$ cat config.mk
export PLATFORM = sky130hd
export DESIGN_NAME = flash_poll_host
export DESIGN_NICKNAME = d
export VERILOG_FILES = /design/src/design/flash_host_pkg.sv /design/src/design/flash_bus_cycle.sv /design/src/design/flash_poll_host.sv
export VERILOG_INCLUDE_DIRS = /design/src /design/src/design
export SDC_FILE = /design/constraint.sdc
export NUM_CORES = 1
export LEC_CHECK = 0
export BUFFER_PORTS_ARGS = -buffer_cell sky130_fd_sc_hd__buf_2
export CORE_MARGIN = 2
export CORE_UTILIZATION = 55
export CTS_CLUSTER_SIZE = 14
export DETAILED_ROUTE_END_ITERATION = 8
export GPL_TIMING_DRIVEN = 1
export PLACE_DENSITY = 0.79
export REMOVE_ABC_BUFFERS = 1
export SETUP_SLACK_MARGIN = 0.3
export SKIP_LAST_GASP = 1
export SLEW_MARGIN = 20
export SYNTH_ARGS = -nofsm -noshare
export SYNTH_HDL_FRONTEND = slang
export SYNTH_SLANG_ARGS = --single-unit
$ cat constraint.sdc
create_clock -name mclk -period 2.72 [get_ports mclk]
set_clock_uncertainty 0.2 [all_clocks]
set_input_delay 0.544 -clock mclk [delete_from_list [all_inputs] [get_ports mclk]]
set_output_delay 0.544 -clock mclk [all_outputs]
set_load 0.02 [all_outputs]
$ cat src/design/flash_host_params.svh
// Constants for the flash status-polling host controller.
`ifndef FLASH_HOST_PARAMS_SVH
`define FLASH_HOST_PARAMS_SVH
`define CLK_MHZ 200
`define ADDR_W 21
`define SEC_LSB 13
// Software register offsets.
`define REG_CTRL 4'h0
`define REG_ADDR 4'h1
`define REG_DATA 4'h2
`define REG_STAT 4'h3
`define REG_RDATA 4'h4
// Control register field positions.
`define CTRL_GO 0
`define CTRL_OP_LSB 1
`define CTRL_POLL_TOGGLE 4
`define CTRL_BYPASS 5
// Status register field positions.
`define ST_BUSY 0
`define ST_DONE 1
`define ST_FAIL 2
`define ST_BYPASS 3
`define ST_RDY 4
// Command bytes and unlock addresses.
`define CMD_UNLOCK1 8'hAA
`define CMD_UNLOCK2 8'h55
`define CMD_RESET 8'hF0
`define CMD_AUTOSEL 8'h90
`define CMD_PROG 8'hA0
`define CMD_BYPASS 8'h20
`define CMD_ERASE 8'h80
`define CMD_CHIP 8'h10
`define CMD_SECT 8'h30
`define CMD_SUSP 8'hB0
`define CMD_RESUME 8'h30
`define CMD_BYP_EXIT2 8'h00
`define ADR_U1 21'h00_0555
`define ADR_U2 21'h00_02AA
`define ADR_SECPROT 21'h00_0002
// Bus cycle timing: strobe low time and gap, in ns.
`define T_STROBE_NS 60
`define T_GAP_NS 40
`define STROBE_CYC ((`T_STROBE_NS * `CLK_MHZ + 999) / 1000)
`define GAP_CYC ((`T_GAP_NS * `CLK_MHZ + 999) / 1000)
`endif

$ cat src/design/flash_host_pkg.sv
// Types for the flash status-polling host controller.
package flash_host_pkg;
   typedef enum logic [2:0]
   {
      OP_READ = 3'h0,
      OP_PROG = 3'h1,
      OP_SECT_ERASE = 3'h2,
      OP_CHIP_ERASE = 3'h3,
      OP_RESET = 3'h4,
      OP_SUSPEND = 3'h5,
      OP_RESUME = 3'h6,
      OP_PROT_QUERY = 3'h7
   } op_e;
   typedef struct packed
   {
      logic [20:0] addr;
      logic [7:0] data;
      logic we;
   } cycle_s;
   typedef struct packed
   {
      logic [20:0] addr;
      logic [7:0] dq_out;
      logic dq_oe;
      logic ce_n;
      logic oe_n;
      logic we_n;
   } pins_s;
endpackage

$ cat src/design/flash_bus_cycle.sv
// One timed write or read cycle on the flash parallel pins.
`timescale 1ns/1ps
`include "flash_host_params.svh"
module flash_bus_cycle
   import flash_host_pkg::*;
(
   input wire logic mclk,
   input wire logic srst,
   input wire logic ce,
   input wire logic start,
   input wire flash_host_pkg::cycle_s cyc,
   input wire logic [7:0] dq_in,
   output flash_host_pkg::pins_s pins,
   output logic done,
   output logic [7:0] rd_data
);
   import flash_host_pkg::*;
   localparam logic [3:0] STROBE_N = 4'(`STROBE_CYC);
   localparam logic [3:0] GAP_N = 4'(`GAP_CYC);
   logic [1:0] ph_r, ph_nxt;
   logic [3:0] cnt_r, cnt_nxt;
   pins_s pins_r, pins_nxt;
   logic [7:0] rd_r, rd_nxt;
   logic done_nxt, done_r;
   always_comb
   begin
      ph_nxt = ph_r;
      cnt_nxt = cnt_r;
      pins_nxt = pins_r;
      rd_nxt = rd_r;
      done_nxt = 1'b0;
      case (ph_r)
         2'd0:
         begin
            if (start)
            begin
               pins_nxt.addr = cyc.addr;
               pins_nxt.dq_out = cyc.data;
               pins_nxt.dq_oe = cyc.we;
               pins_nxt.ce_n = 1'b0;
               pins_nxt.we_n = ~cyc.we;
               pins_nxt.oe_n = cyc.we;
               cnt_nxt = STROBE_N;
               ph_nxt = 2'd1;
            end
         end
         2'd1:
         begin
            if (cnt_r > 4'h1)
               cnt_nxt = cnt_r - 4'h1;
            else
            begin
               // Data is sampled before the strobe rises; the rising edge starts the gap phase, and done follows after the gap.
               rd_nxt = dq_in;
               pins_nxt.ce_n = 1'b1;
               pins_nxt.we_n = 1'b1;
               pins_nxt.oe_n = 1'b1;
               cnt_nxt = GAP_N;
               ph_nxt = 2'd2;
            end
         end
         2'd2:
         begin
            pins_nxt.dq_oe = 1'b0;
            if (cnt_r > 4'h1)
               cnt_nxt = cnt_r - 4'h1;
            else
            begin
               done_nxt = 1'b1;
               ph_nxt = 2'd0;
            end
         end
         default: ph_nxt = 2'd0;
      endcase
   end
   always_ff @(posedge mclk)
   begin
      if (srst)
      begin
         ph_r <= 2'd0;
         cnt_r <= 4'h0;
         pins_r <= '{addr: '0, dq_out: 8'h00, dq_oe: 1'b0, ce_n: 1'b1, oe_n: 1'b1, we_n: 1'b1};
         rd_r <= 8'h00;
         done_r <= 1'b0;
      end
      else if (ce)
      begin
         ph_r <= ph_nxt;
         cnt_r <= cnt_nxt;
         pins_r <= pins_nxt;
         rd_r <= rd_nxt;
         done_r <= done_nxt;
      end
   end
   assign pins = pins_r;
   assign rd_data = rd_r;
   assign done = done_r & ce;
endmodule

$ cat src/design/flash_poll_host.sv
// Host controller that issues flash commands and polls write status.
`timescale 1ns/1ps
`include "flash_host_params.svh"
// Behaviour
// - Leave identification mode or timing failure by writing the reset command.
// - Identification sequence: three writes, then a fourth read cycle.
// - Bypass program short form only after unlock bypass entry; here the control bypass bit sets the flag with no entry cycles.
// - Bypass mode left only by the bypass reset command.
// - Program poll reads at the program address; bit 7 inverted until done.
// - Erase poll reads inside a selected sector; bit 7 zero until done.
// - After bit 7 turns true, valid data comes from the next read.
// - Toggle check: two consecutive reads; unchanged means complete.
// - Toggling with bit 5 high: recheck, still toggling means reset and fail.
// - Toggle check restarts with a double read after leaving polling.
// - Data polling rereads bit 7 after seeing bit 5 high.
module flash_poll_host
   import flash_host_pkg::*;
(
   input wire logic mclk,
   input wire logic srst,
   input wire logic clk_en,
   input wire logic [3:0] reg_addr,
   input wire logic [31:0] reg_wdata,
   input wire logic reg_wr,
   input wire logic reg_rd,
   output logic [31:0] reg_rdata,
   output logic [20:0] flash_addr,
   output logic [7:0] flash_dq_out,
   output logic flash_dq_oe,
   input wire logic [7:0] flash_dq_in,
   output logic flash_ce_n,
   output logic flash_oe_n,
   output logic flash_we_n,
   input wire logic ready_busy_n_in
);
   import flash_host_pkg::*;
   typedef enum logic [3:0]
   {
      S_IDLE = 4'b0000,
      S_SEQ = 4'b0001,
      S_POLL1 = 4'b0011,
      S_POLL2 = 4'b0010,
      S_RECHK1 = 4'b0110,
      S_RECHK2 = 4'b0111,
      S_FINAL = 4'b0101,
      S_RESET = 4'b0100,
      S_END = 4'b1100
   } state_e;
   state_e st_r, st_nxt;
   logic [2:0] idx_r, idx_nxt;
   logic [2:0] op_r, op_nxt;
   logic [20:0] addr_r, addr_nxt;
   logic [7:0] data_r, data_nxt;
   logic tog_mode_r, tog_mode_nxt;
   logic bypass_r, bypass_nxt;
   logic done_r, done_nxt, fail_r, fail_nxt;
   logic [7:0] first_r, first_nxt, rdata_r, rdata_nxt;
   logic [31:0] rd_r, rd_nxt;
   logic issue;
   cycle_s cyc;
   logic [2:0] seq_len;
   logic cyc_done;
   logic [7:0] cyc_rd;
   pins_s pins;
   logic busy;
   logic rdy_s;
   op_e op;
   assign op = op_e'(op_r);
   assign busy = (st_r != S_IDLE);
   // Ready/busy is open drain and pulled up; host only observes it.
   assign rdy_s = ready_busy_n_in;
   // Length of each command sequence; only the read and protection query end with a read cycle.
   always_comb
   begin
      case (op)
         OP_READ: seq_len = 3'd1;
         OP_PROG: seq_len = bypass_r ? 3'd2 : 3'd4;
         OP_SECT_ERASE: seq_len = 3'd6;
         OP_CHIP_ERASE: seq_len = 3'd6;
         OP_RESET: seq_len = bypass_r ? 3'd2 : 3'd1;
         OP_SUSPEND: seq_len = 3'd1;
         OP_RESUME: seq_len = 3'd1;
         OP_PROT_QUERY: seq_len = 3'd4;
         default: seq_len = 3'd1;
      endcase
   end
   // Bus cycle table; unlock cycles drive only low address bits, upper bits zero.
   always_comb
   begin
      cyc = '{addr: `ADR_U1, data: `CMD_UNLOCK1, we: 1'b1};
      case (op)
         OP_READ: cyc = '{addr: addr_r, data: 8'h00, we: 1'b0};
         OP_PROG:
            if (bypass_r)
               cyc = (idx_r == 3'd0) ? '{addr: `ADR_U1, data: `CMD_PROG, we: 1'b1}
                                     : '{addr: addr_r, data: data_r, we: 1'b1};
            else if (idx_r == 3'd1)
               cyc = '{addr: `ADR_U2, data: `CMD_UNLOCK2, we: 1'b1};
            else if (idx_r == 3'd2)
               cyc = '{addr: `ADR_U1, data: `CMD_PROG, we: 1'b1};
            else if (idx_r == 3'd3)
               cyc = '{addr: addr_r, data: data_r, we: 1'b1};
         OP_SECT_ERASE, OP_CHIP_ERASE:
            case (idx_r)
               3'd1, 3'd4: cyc = '{addr: `ADR_U2, data: `CMD_UNLOCK2, we: 1'b1};
               3'd2: cyc = '{addr: `ADR_U1, data: `CMD_ERASE, we: 1'b1};
               3'd5:
                  cyc = (op == OP_CHIP_ERASE) ? '{addr: `ADR_U1, data: `CMD_CHIP, we: 1'b1}
                                              : '{addr: addr_r, data: `CMD_SECT, we: 1'b1};
               default: cyc = '{addr: `ADR_U1, data: `CMD_UNLOCK1, we: 1'b1};
            endcase
         OP_RESET:
            if (bypass_r)
               cyc = (idx_r == 3'd0) ? '{addr: '0, data: `CMD_AUTOSEL, we: 1'b1}
                                     : '{addr: '0, data: `CMD_BYP_EXIT2, we: 1'b1};
            else
               cyc = '{addr: '0, data: `CMD_RESET, we: 1'b1};
         OP_SUSPEND: cyc = '{addr: '0, data: `CMD_SUSP, we: 1'b1};
         OP_RESUME: cyc = '{addr: '0, data: `CMD_RESUME, we: 1'b1};
         OP_PROT_QUERY:
            case (idx_r)
               3'd1: cyc = '{addr: `ADR_U2, data: `CMD_UNLOCK2, we: 1'b1};
               3'd2: cyc = '{addr: `ADR_U1, data: `CMD_AUTOSEL, we: 1'b1};
               3'd3: cyc = '{addr: {addr_r[20:`SEC_LSB], 13'h0002}, data: 8'h00, we: 1'b0};
               default: cyc = '{addr: `ADR_U1, data: `CMD_UNLOCK1, we: 1'b1};
            endcase
         default: cyc = '{addr: `ADR_U1, data: `CMD_UNLOCK1, we: 1'b1};
      endcase
      // Status polls read at the target: program address or selected sector.
      if (st_r != S_SEQ && st_r != S_RESET)
         cyc = '{addr: addr_r, data: 8'h00, we: 1'b0};
      if (st_r == S_RESET)
         cyc = '{addr: '0, data: `CMD_RESET, we: 1'b1};
   end
   flash_bus_cycle u_cycle
   (
      .mclk(mclk),
      .srst(srst),
      .ce(clk_en),
      .start(issue),
      .cyc(cyc),
      .dq_in(flash_dq_in),
      .pins(pins),
      .done(cyc_done),
      .rd_data(cyc_rd)
   );
   logic launched_r, launched_nxt;
   assign issue = busy && !launched_r && st_r != S_END;
   // Sequencer and polling state.
   always_comb
   begin
      st_nxt = st_r;
      idx_nxt = idx_r;
      op_nxt = op_r;
      addr_nxt = addr_r;
      data_nxt = data_r;
      tog_mode_nxt = tog_mode_r;
      bypass_nxt = bypass_r;
      done_nxt = done_r;
      fail_nxt = fail_r;
      first_nxt = first_r;
      rdata_nxt = rdata_r;
      launched_nxt = launched_r;
      if (issue)
         launched_nxt = 1'b1;
      if (cyc_done)
         launched_nxt = 1'b0;
      if (reg_wr && reg_addr == `REG_ADDR && !busy)
         addr_nxt = reg_wdata[20:0];
      if (reg_wr && reg_addr == `REG_DATA && !busy)
         data_nxt = reg_wdata[7:0];
      case (st_r)
         S_IDLE:
            if (reg_wr && reg_addr == `REG_CTRL && reg_wdata[`CTRL_GO])
            begin
               op_nxt = reg_wdata[`CTRL_OP_LSB +: 3];
               tog_mode_nxt = reg_wdata[`CTRL_POLL_TOGGLE];
               if (reg_wdata[`CTRL_BYPASS] && !bypass_r)
                  bypass_nxt = 1'b1;
               idx_nxt = 3'd0;
               done_nxt = 1'b0;
               fail_nxt = 1'b0;
               // Entry to bypass issues no cycles of its own; the flag is set and the operation starts at idx 0.
               st_nxt = (reg_wdata[`CTRL_BYPASS] && !bypass_r) ? S_SEQ : S_SEQ;
            end
         S_SEQ:
            if (cyc_done)
            begin
               if (idx_r == seq_len - 3'd1)
               begin
                  rdata_nxt = cyc_rd;
                  if (op == OP_RESET)
                     bypass_nxt = 1'b0;
                  // Polling starts only after the final write strobe has risen.
                  if (op == OP_PROG || op == OP_SECT_ERASE || op == OP_CHIP_ERASE)
                     st_nxt = S_POLL1;
                  else
                     st_nxt = S_END;
               end
               else
                  idx_nxt = idx_r + 3'd1;
            end
         S_POLL1:
            if (cyc_done)
            begin
               first_nxt = cyc_rd;
               if (!tog_mode_r && cyc_rd[7] == ((op == OP_PROG) ? data_r[7] : 1'b1))
                  st_nxt = S_FINAL;
               else if (!tog_mode_r && cyc_rd[5])
                  st_nxt = S_RECHK2;
               else if (tog_mode_r)
                  st_nxt = S_POLL2;
            end
         S_POLL2:
            if (cyc_done)
            begin
               if (cyc_rd[6] == first_r[6])
                  st_nxt = S_FINAL;
               else if (cyc_rd[5])
                  st_nxt = S_RECHK1;
               else
                  st_nxt = S_POLL1;
               first_nxt = cyc_rd;
            end
         S_RECHK1:
            if (cyc_done)
               st_nxt = (cyc_rd[6] == first_r[6]) ? S_FINAL : S_RESET;
         S_RECHK2:
            if (cyc_done)
               st_nxt = (cyc_rd[7] == ((op == OP_PROG) ? data_r[7] : 1'b1)) ? S_FINAL : S_RESET;
         S_FINAL:
            if (cyc_done)
            begin
               rdata_nxt = cyc_rd;
               done_nxt = 1'b1;
               st_nxt = S_END;
            end
         S_RESET:
            if (cyc_done)
            begin
               fail_nxt = 1'b1;
               st_nxt = S_END;
            end
         S_END:
         begin
            if (op != OP_PROG && op != OP_SECT_ERASE && op != OP_CHIP_ERASE)
               done_nxt = 1'b1;
            st_nxt = S_IDLE;
         end
         default: st_nxt = S_IDLE;
      endcase
   end
   // Register read mux; data stands in the cycle after the strobe.
   always_comb
   begin
      rd_nxt = 32'h0000_0000;
      if (reg_rd)
         case (reg_addr)
            `REG_CTRL: rd_nxt = {26'h000_0000, bypass_r, tog_mode_r, op_r, 1'b0};
            `REG_ADDR: rd_nxt = {11'h000, addr_r};
            `REG_DATA: rd_nxt = {24'h00_0000, data_r};
            `REG_STAT: rd_nxt = {27'h000_0000, rdy_s, bypass_r, fail_r, done_r, busy};
            `REG_RDATA: rd_nxt = {24'h00_0000, rdata_r};
            default: rd_nxt = 32'h0000_0000;
         endcase
   end
   always_ff @(posedge mclk)
   begin
      if (srst)
      begin
         st_r <= S_IDLE;
         idx_r <= 3'd0;
         op_r <= 3'd0;
         addr_r <= '0;
         data_r <= 8'h00;
         tog_mode_r <= 1'b0;
         bypass_r <= 1'b0;
         done_r <= 1'b0;
         fail_r <= 1'b0;
         first_r <= 8'h00;
         rdata_r <= 8'h00;
         rd_r <= 32'h0000_0000;
         launched_r <= 1'b0;
      end
      else if (clk_en)
      begin
         st_r <= st_nxt;
         idx_r <= idx_nxt;
         op_r <= op_nxt;
         addr_r <= addr_nxt;
         data_r <= data_nxt;
         tog_mode_r <= tog_mode_nxt;
         bypass_r <= bypass_nxt;
         done_r <= done_nxt;
         fail_r <= fail_nxt;
         first_r <= first_nxt;
         rdata_r <= rdata_nxt;
         rd_r <= rd_nxt;
         launched_r <= launched_nxt;
      end
   end
   assign reg_rdata = rd_r;
   assign flash_addr = pins.addr;
   assign flash_dq_out = pins.dq_out;
   assign flash_dq_oe = pins.dq_oe;
   assign flash_ce_n = pins.ce_n;
   assign flash_oe_n = pins.oe_n;
   assign flash_we_n = pins.we_n;
endmodule

# == After elaboration in Yosys (flattened, before gate mapping) ==
# Cells that the tools add are included.
# totals
reg_bits,139
input_bits,50
output_inout_bits,65
word_cells,211
# op_classes
add_sub_neg,3
magnitude_cmp,1
n_eq_ne,54
n_mux,71
bitwise,3
n_reduce_logical,56
# ops
cell,count
$mux W30,8
$pmux W30 S7,1
$pmux W30 S3,2
$pmux W21 S5,1
$mux W4,16
$ne A2 B2 Y1 const B,16
$pmux W4 S7,1
$mux W8,3
$mux W21,1
$mux W3,7
$eq A4 B3 Y1 const B,5
$eq A3 B3 Y1 const B,6
$mux W9,2
$eq A4 B2 Y1 const B,4
$pmux W8 S2,1
$reduce_and A4 Y1,4
$mux W1,15
$pmux W3 S5,1
$reduce_and A3 Y1,5
$reduce_and A5 Y1,3
$logic_and A1 B1 Y1,14
$eq A3 B2 Y1 const B,4
$pmux W3 S2,2
$pmux W4 S3,1
other kinds (36),65

# == Logic depth before layout (Yosys ltp) ==
# Gate-level depths: netlist of the first run.
# depth
depth_word,11
depth_mapped,9
ltp_nobuf,8

# == Hierarchy ==
# Synthesis of the first run repeated with hierarchy kept, for this count alone.
# unflattened
hier_cells,834
area_unflattened_um2,6577.6
# modules_own_cells
module,n_inst,cells_each,area_each_um2,seq_area_each_um2
flash_poll_host,1,599,4610.7,1481.4
flash_bus_cycle,1,235,1966.9,960.9

# == Worst setup path before layout of the first run ==
# No wires, ideal clock.
# synth_timing
path_kind,input -> register
start,input port reg_addr[2]
end,register st_r[0]
setup_ps,123
t_arrival_ps,1939
slack_ps,457
cell_stages,7
n_path_buf,1
cell_sequence,buf_2 -> or2_4 -> o41ai_2 -> o21ai_2 -> a211oi_4 -> o21ai_2 -> mux2_1
# synth_between
elab_chain_len,5
# synth_rtl
item,line_no,rtl
from (decl),flash_poll_host.sv:22,"input wire logic [3:0] reg_addr,"
$logic_not A4 Y1,n/a,
$logic_and A1 B1 Y1 (no line),n/a,
$logic_and A1 B1 Y1,flash_poll_host.sv:174,if (reg_wr && reg_addr == `REG_CTRL && reg_wdata[`CTRL_GO])
$ne A2 B2 Y1 (no line),n/a,
$reduce_and A10 Y1 (no line),n/a,
to (signal assigned),flash_poll_host.sv:287,st_r <= st_nxt;
to (decl),flash_poll_host.sv:49,"state_e st_r, st_nxt;"
# No other way between the ends.
# A chain may end at the register's enable or synchronous reset.

# == Worst setup path after layout of the first run ==
# layout_timing
start,"register op_r[1], in the netlist op[1]"
end,register st_r[0]
# layout_between
elab_chain_len,7
word_cells_on_any_way,29
classes_between,1 x add/sub; 11 x eq/ne; 10 x mux; 7 x reduce/logical
# layout_rtl
item,line_no,rtl
from (decl),flash_poll_host.sv:51,"logic [2:0] op_r, op_nxt;"
from (signal assigned),flash_poll_host.sv:289,op_r <= op_nxt;
$eq A3 B3 Y1 (tied with other cells),flash_poll_host.sv:75,case (op)
$reduce_or A3 Y1 (no line) (tied with other cells),n/a,
$pmux W3 S5 (tied with other cells),flash_poll_host.sv:75,
$sub A3 B1 Y3 (tied with other cells),flash_poll_host.sv:189,if (idx_r == seq_len - 3'd1)
$eq A3 B3 Y1 (tied with other cells),flash_poll_host.sv:189,
$ne A2 B2 Y1 (no line) (tied with other cells),n/a,
$reduce_and A10 Y1 (no line) or $pmux W4 S7 (tied branches),n/a,
# Parallel ways exist; a longest one is shown, timed or not. The select of a mux whose other input is x is not followed.

==> summary.txt, run 1 <==
Floorplanning
  – Die Y: 111.9 um
  – Starting Density: 56.33%
  – Io pins: 115
  – Die area: 12530 um2
  – Die Width: 111.9 um
  – Core area: 11370 um2
  – FP Rows: 39

Clock network
  – Clk root buf: clkbuf_16
  – CTS tree: built
  – Max clock buf depth: 2
  – CTS buffer count: 17
  – Reg clk slew, reported paths: 0.06 ns
  – # H-tree levels: 4
  – Hold buffers post-CTS: 0
  – Clock latency on the worst-skew pair: 0.42 ns
  – Clk sinks: 122

Synth
  – Post-Syn Area: 6405 um2
  – FFs w/ async S/R, synth: 0%
  – Cell variety after synth: 87
  – Cells after Synth: 769
  – Flops & latches, synth: 122
  – Largest family of logic cells by synthesized area: simple AND/OR/NAND/NOR gates
  – Post-synth EDFFs: 0
  – Largest cells by area after synthesis: dfxtp_1, mux2i_1, nor2_1
  – Avg Inst Size Synth: 8.329 um2
  – Multiplexer share of the synthesized area: 6.603%
  – Synthesis warning total: 0
  – Yosys top cell area share: 38.13%
  – Sequential fraction of the synthesis area: 38.13%
  – Synth Area in XOR/XNOR: 1.172%
  – Area share of fa/ha/maj cells after synthesis: 2.149%
  – Post-synth top area cell: dfxtp_1
  – Compound-Gate Fraction of Synth Area: 22.62%
  – Synth Flop Type: dfxtp_1
  – Post-synth top cells: dfxtp_1, nor2_1, nand2_1
  – Most common cell in the netlist: dfxtp_1
  – Post-synthesis simple-gate area fraction: 23.11%

Drt
  – DRC viols: 0
  – Drt wl/cell: 17.61 um
  – Via count: 6087
  – 1st-iter DRT viols: 581
  – Drt first pass iters: 5
  – Routed wire length: 18160 um
  – Vias per cell: 5.904
  – Post-DRT Antenna Nets: 0

Timing
  – Max Clock Freq: 430.8 MHz
  – Max_slew headroom: 66.20%
  – Final Hold Viols: 0
  – Final setup fails: 0
  – Post-layout min period: 2.321 ns
  – RSZ-0062 raised after global routing: yes
  – Slew @ Worst Pin: 0.5070 ns
  – Fin. max-slew vios: 0
  – Fin crit share: 85.34%

Global route
  – Initial antenna violation count: 0
  – GR Overflow Total: 0
  – Total GRT Usage: 29.18%
  – Largest net degree at the start of global routing: 44
  – First-pass GRT wire length: 29260 um
  – Vias in the first global route: 5821

Power
  – Sequential share of power: 41.6%
  – Leakage: 3.264 nW
  – Internal power: 3.343 mW
  – Max VDD drop: 529.7 uV
  – Clk pwr share: 54.7%
  – PD cells: 558.7 nW/um2
  – Sw power: 0.9752 mW
  – Pwr Total: 4.318 mW
  – Sw Ratio: 22.58%
  – Gate power share: 3.7%

Layout
  – Fin cells: 1031
  – N_diodes: 0
  – Post-layout nets: 936
  – # fillers: 939
  – Layout Utilization: 67.99%
  – P&R area growth vs syn: 20.69%
  – Fraction of layout cells with a size suffix above 1: 23.99%

Worst setup path
  – Nature of the critical path startpoint: flop
  – Crit Path Class: reg2reg
  – Crit path DAT: 2.42 ns
  – Crit path from: op[1]$_SDFFE_PP0P_
  – Worst r2r src: op[1]$_SDFFE_PP0P_
  – Worst Setup End Kind: flop
  – Worst EP required: 2.82 ns
  – Flop2flop setup slack: 0.40 ns
  – CP Max Fanout: 17

Placed design
  – IO Port Bufs: 92
  – Placed Instances: 996
  – Post-DP HPWL: 13030 um
  – Final GP Congestion: 0.9798

Status
  – Outcome: completed

Min path
  – Worst hold path class: in2reg
  – Min-delay src: flash_dq_in[7]

Job
  – MaxCap Viol Count: 0
-- power by group through the flow --
stage          clock network (mW)  registers (mW)  logic (mW)
5_1_grt                      2.47            1.80       0.170
4_1_cts                      2.38            1.80       0.156
3_5_place_dp                    0            1.84       0.156
2_1_floorplan                   0            1.84      0.0565
6_report                     2.36            1.80       0.159
3_3_place_gp                    0            1.84       0.152
-- per-layer routing --
| layer | global-route usage, % | vias to the layer above | share of wire [%] |
|---|---|---|---|
| met5 | 0 | - | 0 |
| met4 | 10.53 | 0 | 2.3 |
| met3 | 7.295 | 35 | 6.7 |
| met2 | 47.23 | 242 | 47 |
| met1 | 37.94 | 2902 | 44 |
| li1 | - | 2908 | - |
-- flip-flops by register name (all words and copies together), names as in the netlist, 2 cells and up --
| register | flops |
|---|---|
| idx_r | 3 |
| u_cycle.rd_data | 8 |
| u_cycle.pins | 33 |
| rdata_r | 8 |
| u_cycle.cnt_r | 4 |
| u_cycle.ph_r | 2 |
| addr_r | 21 |
| reg_rdata | 21 |
| data_r | 8 |
| op | 3 |
| st_r | 4 |
-- path summary, 6_finish.rpt --
check	endpoint	cells after the start
worst max-delay path	st_r[0]$_SDFFE_PP0P_	7
worst min-delay path	u_cycle.rd_data[7]$_SDFFE_PP0P_	3
worst max register to register	st_r[0]$_SDFFE_PP0P_	7
worst min register to register	u_cycle.pins[18]$_SDFFE_PP0P_	2
-- cell usage in the layout, fill, tap and decap left out, drive strengths merged, types with 3 or more instances in the layout --
| cell type | netlist | routed |
|---|---|---|
| o21ai | 56 | 56 |
| inv | 17 | 20 |
| clkinvlp | 0 | 4 |
| nand2 | 85 | 85 |
| conb | 1 | 11 |
| a21oi | 73 | 73 |
| o311ai | 3 | 3 |
| nor3 | 13 | 13 |
| a211oi | 7 | 7 |
| clkbuf | 27 | 20 |
| or2 | 6 | 6 |
| bufinv | 0 | 3 |
| o221ai | 8 | 8 |
| or3 | 10 | 10 |
| a22oi | 15 | 15 |
| xor2 | 4 | 4 |
| o22ai | 5 | 5 |
| o21a | 10 | 10 |
| a31oi | 4 | 4 |
| nor2 | 97 | 97 |
| nand3 | 12 | 12 |
| and3 | 13 | 13 |
| a211o | 3 | 3 |
| ha | 11 | 11 |
| nand2b | 17 | 17 |
| a21o | 5 | 5 |
| buf | 31 | 135 |
| nor2b | 23 | 23 |
| dfxtp | 122 | 122 |
| mux2i | 40 | 40 |
-- what timing repair did --
item                                    in CTS  in global routing
pin swaps                                    0                  1
buffers inserted                             0                  3
endpoints found under the setup margin       3                 41
resized for setup                            1                  9
-- cell type report --
type,count,area (um2),area share (%)
clock inverters,12,163.9,2.120
flip-flops and latches,122,2447,31.66
well taps,143,178.9,2.315
inverters,17,63.81,0.8255
repair buffers,135,785.8,10.17
clock buffers,20,456.7,5.908
multi-input cells,582,3633,47.01
-- stage by stage --
step	hold slack (ns)	worst slack [ns]	TNS [ns]	instance area (um2)
3_5_place_dp	0.2370	0.2277	0	7062
3_3_place_gp	0.2411	0.2576	0	7062
6_report	0.1507	0.3988	0	7730
5_1_grt	0.1592	0.2473	0	7730
2_1_floorplan	0.2389	-0.2046	-5.088	6112
4_1_cts	0.1458	0.3253	0	7684
-- worst max-delay path, cell delays in order (launching register included) --
cell and delay [ns]:
dfxtp_2 0.41, buf_4 0.20, nor4b_4 0.27, xor2_2 0.25
nor2_2 0.08, a211oi_4 0.31, o21ai_2 0.14, mux2_1 0.34
-- logic make-up (layout without fill, tap and decap cells) --
group,after synthesis,after routing
compound gates,218,218
xor+xnor,6,6
fa+ha+maj,11,11
buf+inv,75,184
flops,122,122
mux,42,42
other cells,1,11
simple gates,294,294
Power figures use the tool's default switching activity.
==> run 2: changes to the inputs <==
--- a/config.mk
+++ b/config.mk
@@ -8,11 +8,11 @@
 export LEC_CHECK = 0
 export BUFFER_PORTS_ARGS = -buffer_cell sky130_fd_sc_hd__buf_2
 export CORE_MARGIN = 2
-export CORE_UTILIZATION = 55
+export CORE_UTILIZATION = 40
 export CTS_CLUSTER_SIZE = 14
 export DETAILED_ROUTE_END_ITERATION = 8
 export GPL_TIMING_DRIVEN = 1
-export PLACE_DENSITY = 0.79
+export PLACE_DENSITY = 0.6
 export REMOVE_ABC_BUFFERS = 1
 export SETUP_SLACK_MARGIN = 0.3
 export SKIP_LAST_GASP = 1
==> run 2 against run 1 <==
  * Final area rose by 1.5%
  * Count of clock-buffer cells in the layout did not move
  * Core utilization fell by 18 points
==> summary.txt, run 2 (same netlist as run 1, synthesis figures left out) <==
Status
  – Outcome: completed

Placed design
  – Post-place setup slack: 0.2399 ns (+0.01218 ns)
  – Post-DP HPWL: 12820 um (-1.6%)
  – Final GP Congestion: 0.9250 (-5.6%)
  – Placed Instances: 1065 (+6.9%)
  – IO Port Bufs: 92 (unchanged)

Worst setup path
  – Crit Path Class: reg2reg
  – CP Max Fanout: 12 (-5)
  – Worst EP required: 2.85 ns (+0.03 ns)
  – Crit path DAT: 2.43 ns (about the same)
  – Nature of the critical path startpoint: flop
  – Worst Setup End Kind: flop

Drt
  – DRC viols: 0 (unchanged)
  – Drt first pass iters: 5 (unchanged)
  – Routed wire length: 18230 um (+0.41%)
  – 1st-iter DRT viols: 488 (-16%)
  – Drt wl/cell: 16.59 um (-5.8%)
  – Post-DRT Antenna Nets: 0 (unchanged)
  – Vias per cell: 5.363 (-9.2%)
  – Via count: 5894 (-3.2%)

Global route
  – Initial antenna violation count: 0 (unchanged)
  – First-pass GRT wire length: 28990 um (-0.92%)
  – Largest net degree at the start of global routing: 58 (+32%)
  – Total GRT Usage: 21.88% (-7.3 points)
  – GR Overflow Total: 0 (unchanged)
  – Vias in the first global route: 5502 (-5.5%)

Power
  – Leakage: 3.264 nW (about the same)
  – PD cells: 555.0 nW/um2 (-0.66%)
  – Max VDD drop: 383.8 uV (-28%)

Clock network
  – # H-tree levels: 4 (unchanged)
  – Clk sinks: 122 (unchanged)
  – Max clock buf depth: 2 (unchanged)
  – Clk root buf: clkbuf_16
  – Hold buffers post-CTS: 0 (unchanged)
  – Reg clk slew, reported paths: 0.06 ns (about the same)
  – CTS buffer count: 17 (unchanged)
  – CTS tree: built
  – Clock latency on the worst-skew pair: 0.41 ns (about the same)

Timing
  – Final setup fails: 0 (unchanged)
  – Fin. max-slew vios: 0 (unchanged)
  – Post-layout min period: 2.304 ns (-0.01720 ns)
  – Final Hold Viols: 0 (unchanged)
  – RSZ-0062 raised after global routing: no
  – Final setup margin: 0.4160 ns (+0.01720 ns)
  – Fin crit share: 84.71% (-0.63 points)
  – Max Clock Freq: 434.0 MHz (+0.75%)

Floorplanning
  – Io pins: 115 (unchanged)
  – FP Rows: 46 (+18%)
  – Starting Density: 40.61% (-16 points)
  – Die area: 17040 um2 (+36%)
  – Core area: 15770 um2 (+39%)
  – Die Y: 130.5 um (+17%)
  – Die Width: 130.5 um (+17%)

Layout
  – P&R area growth vs syn: 22.52%
  – Fraction of layout cells with a size suffix above 1: 24.46% (+0.48 points)
  – N_diodes: 0 (unchanged)
  – Commonest non-fill, non-tap cell in the layout: dfxtp_1
  – Largest register FFs: 33 (unchanged)
  – # fillers: 1555 (+66%)
  – Most frequent cells in the layout: dfxtp_1, nor2_1, buf_2
  – Layout Utilization: 49.76% (-18 points)
  – Post-layout nets: 931 (-0.53%)
  – Fin cells: 1099 (+6.6%)

Min path
  – Worst hold path class: in2reg

Job
  – MaxCap Viol Count: 0 (unchanged)
## run 2: worst max-delay path: stages (launching register included)
cell and delay [ns]:
dfxtp_2 0.36, inv_1 0.14, ha_1 0.35, a21o_1 0.45, o221ai_1 0.23, a31o_2 0.27, a211oi_1 0.22
## run 2: final cells by class
class                      count  area [um2]  share of cell area, %
tap                          216       270.3                  3.444
clock buffer                  20       456.7                  5.820
sequential                   122        2451                  31.23
clock inverter                12       171.4                  2.184
inverter                      17       63.81                 0.8131
timing repair buffer         130       773.2                  9.853
multi-input combinational    582        3661                  46.65
## run 2: layer usage
layer / track usage, % / wire (um) / part of all wire (%)
met3: 3.990 / 869 / 4.8
met2: 34.71 / 8416 / 46
met5: 0 / 0 / 0
met1: 29.82 / 8569 / 47
met4: 8.135 / 378 / 2.1
## run 2: final timing paths
path,slack (ns),depth (start not counted),end,startpoint
hold reg to reg,0.24,2,u_cycle.pins[20]$_SDFFE_PP0P_,u_cycle.pins[20]$_SDFFE_PP0P_
setup / recovery,0.42,6,u_cycle.pins[9]$_SDFFE_PP0P_,idx_r[0]$_SDFFE_PP0P_
hold / removal,0.16,3,u_cycle.rd_data[3]$_SDFFE_PP0P_,flash_dq_in[3]
setup reg to reg,0.42,6,u_cycle.pins[9]$_SDFFE_PP0P_,idx_r[0]$_SDFFE_PP0P_
## run 2: what timing repair did
action,CTS,global route
hold endpoints to repair,0,0
pin swaps,1,1
endpoints found under the setup margin,17,35
buffers inserted,1,1
resized for setup,2,15
## run 2: report_power, final
part	internal, mW	switching, mW
clock	1.57	0.820
combinational	0.0534	0.109
sequential	1.79	0.00598
total	3.42	0.935
## run 2: stage by stage
stage                     setup TNS (ns)  hold slack (ns)  instance area (um2)  power, mW
final                                  0           0.1632                 7848      4.355
after global routing                   0           0.1668                 7848      4.497
after CTS                              0           0.1491                 7791      4.396
after detailed placement               0           0.2370                 7141      1.997
after global placement                 0           0.2359                 7141      1.997
after floorplan                   -5.088           0.2389                 6112      1.893
==> run 3: changes to the inputs <==
==> constraint.sdc (replaced) <==
create_clock -name mclk -period 2.3 [get_ports mclk]
set_clock_uncertainty 0.2 [all_clocks]
set_input_delay 0.46 -clock mclk [delete_from_list [all_inputs] [get_ports mclk]]
set_output_delay 0.46 -clock mclk [all_outputs]
set_load 0.02 [all_outputs]
==> run 3 against run 2 <==
  * Core utilization rose by 5.5 points
  * Combinational power increased by 37%
  * Global-route usage grew 1.4 points
  * Final area rose by 11%
  * Setup slack worse by 0.26 ns
  * Critical endpoint is now st_r[0]$_SDFFE_PP0P_
  * Die area unchanged
  * Highest routed layer unchanged
  * Largest cell class unchanged
  * Hold slack lost 0.094 ns
==> summary.txt, run 3 (same netlist as run 1, synthesis figures left out) <==
Worst setup path
  – Crit Path Class: reg2reg
  – Worst path cell trace: buf_12 > a21bo_1 > o211a_2 > or3_4 > a21oi_4 > o21ai_2 > mux2_4
  – Nature of the critical path startpoint: flop
  – CP Max Fanout: 7 (-5)
  – Cells on worst reg2reg path: 7 (+1)
  – Flop2flop setup slack: 0.16 ns (-0.26 ns)
  – Crit Reg-Reg Endpoint: st_r[0]$_SDFFE_PP0P_
  – Worst EP required: 2.41 ns (-0.44 ns)
  – CP max stage cell: dfxtp_4
  – Worst r2r src: op[0]$_SDFFE_PP0P_
  – CP top delay family: compound AO/OA/AOI/OAI gates
  – Worst Setup End Kind: flop
  – Crit path DAT: 2.25 ns (-0.18 ns)
  – Critical path's largest stage delay: 0.37 ns (-0.08 ns)
  – Bufs and invs on worst path: 1 (unchanged)

Drt
  – Via count: 6089 (+3.3%)
  – 1st-iter DRT viols: 355 (-27%)
  – Drt wl/cell: 16.90 um (+1.8%)
  – Post-DRT Antenna Nets: 0 (unchanged)
  – Routed wire length: 19580 um (+7.4%)
  – DRC viols: 0 (unchanged)
  – Drt first pass iters: 5 (unchanged)
  – Vias per cell: 5.254 (-2.0%)

Clock network
  – CTS tree: built
  – Reg clk slew, reported paths: 0.06 ns (about the same)
  – Clk sinks: 122 (unchanged)
  – # H-tree levels: 4 (unchanged)
  – Max clock buf depth: 2 (unchanged)
  – Clk root buf: clkbuf_16
  – Hold buffers post-CTS: 0 (unchanged)
  – Clock latency on the worst-skew pair: 0.42 ns (about the same)
  – CTS buffer count: 17 (unchanged)

Placed design
  – Final GP Congestion: 0.9312 (+0.67%)
  – Placed Instances: 1108 (+4.0%)
  – IO Port Bufs: 92 (unchanged)
  – Post-DP HPWL: 13510 um (+5.4%)
  – Placed Area: 7513 um2 (+5.2%)

Timing
  – Final TNS setup: 0 ns (unchanged)
  – RSZ-0062 raised after global routing: yes
  – Final setup fails: 0 (unchanged)
  – Fin. max-slew vios: 0 (unchanged)
  – Final Hold Viols: 0 (unchanged)
  – Max Clock Freq: 467.0 MHz (+7.6%)
  – Post-layout min period: 2.142 ns (-0.1625 ns)
  – Fin crit share: 93.11% (+8.4 points)

Floorplanning
  – Io pins: 115 (unchanged)
  – Die Y: 130.5 um (unchanged)
  – Die area: 17040 um2 (unchanged)
  – Core area: 15770 um2 (unchanged)
  – Starting Density: 40.61% (unchanged)
  – Die Width: 130.5 um (unchanged)
  – FP Rows: 46 (unchanged)

Global route
  – Vias in the first global route: 5754 (+4.6%)
  – GR Overflow Total: 0 (unchanged)
  – Initial antenna violation count: 0 (unchanged)
  – First-pass GRT wire length: 30500 um (+5.2%)
  – Total GRT Usage: 23.26% (+1.4 points)
  – Largest net degree at the start of global routing: 45 (-22%)

Min path
  – Worst hold path class: in2reg
  – Min-delay src: flash_dq_in[6]
  – Hold EP: u_cycle.rd_data[6]$_SDFFE_PP0P_
  – Hold path depth: 3 (unchanged)

Power
  – PD cells: 596.3 nW/um2 (+7.4%)
  – Leakage: 3.645 nW (+12%)
  – Max VDD drop: 463.7 uV (+21%)

Layout
  – Fraction of layout cells with a size suffix above 1: 33.62% (+9.2 points)
  – # fillers: 1474 (-5.2%)
  – FF+latch area: 2465 um2 (+0.56%)
  – Design area: 8713 um2 (+11%)
  – Most frequent cells in the layout: dfxtp_1, nor2_1, buf_2
  – P&R area growth vs syn: 36.04%
  – Multi-input gate area: 3931 um2 (+7.4%)
  – Commonest non-fill, non-tap cell in the layout: dfxtp_1
  – Fin cells: 1159 (+5.5%)
  – Largest register FFs: 33 (unchanged)
  – N_diodes: 0 (unchanged)
  – Post-layout nets: 991 (+6.4%)

Job
  – MaxCap Viol Count: 0 (unchanged)

Status
  – Outcome: completed
==> run 3: changes by cell type in the layout (fill, tap and decap cells not counted), moves of 6 or more <==
cell and change:
buf_4 +45, buf_6 +7, a22oi_2 +7, a22oi_1 -7, buf_12 +6
==> run 3: per-stage QoR <==
stage          setup WS (ns)  hold slack, ns  utilization (%)  power (mW)
6_report              0.1585         0.06884            55.25       5.196
2_1_floorplan        -0.6246          0.2389                -       2.239
3_5_place_dp        -0.05272          0.2359            47.64       2.381
4_1_cts               0.1700         0.05957            54.16       5.220
3_3_place_gp        -0.05280          0.2353            47.64       2.382
5_1_grt              0.09496         0.08465            55.25       5.349
==> run 3: power by group <==
| group | internal, mW | switching (mW) | leakage (nW) | total (mW) |
|---|---|---|---|---|
| Sequential | 2.12 | 0.00626 | 0.989 | 2.12 |
| Clock | 1.87 | 0.983 | 0.303 | 2.85 |
| Combinational | 0.0830 | 0.140 | 2.35 | 0.223 |
==> run 3: repair_timing <==
action	4_1_cts	5_1_grt
cloned	1	0
setup buffers	18	0
endpoints found under the setup margin	84	70
resized for setup	55	40
pin swaps	16	14
==> run 3: worst max path at each step <==
stage                                     from                            end  slack, ns  cells after the start
after floorplan           st_r[3]$_SDFFE_PP0P_  u_cycle.pins[25]$_SDFFE_PP0P_      -0.62                      6
after global placement             reg_addr[1]           st_r[0]$_SDFFE_PP0P_      -0.05                      7
after detailed placement           reg_addr[1]           st_r[0]$_SDFFE_PP0P_      -0.05                      7
after CTS                   op[0]$_SDFFE_PP0P_           st_r[0]$_SDFFE_PP0P_       0.17                      7
after global routing        op[0]$_SDFFE_PP0P_          bypass_r$_SDFFE_PP0P_       0.09                      7
final                       op[0]$_SDFFE_PP0P_           st_r[0]$_SDFFE_PP0P_       0.16                      7
==> run 3: area by class of cell <==
cell class	count	share of cell area, %
Clock inverter	11	1.924
Sequential cell	122	28.29
Inverter	17	0.7611
Clock buffer	21	5.284
Tap cell	216	3.102
Timing Repair Buffer	190	15.52
Multi-Input combinational cell	582	45.12
==> run 3: worst min-delay path, delay by kind of cell <==
kind | cells | cell delay (ns)
muxes | 1 | 0.05
buffers and inverters | 1 | 0.07
and+or+nand+nor | 1 | 0.07
==> run 3: per-layer routing <==
layer	vias to the layer above	wire [um]	track usage [%]
li1	3012	-	-
met1	2876	9017	31.45
met2	169	9133	36.80
met3	32	937	4.601
met4	0	493	8.949
met5	-	0	0
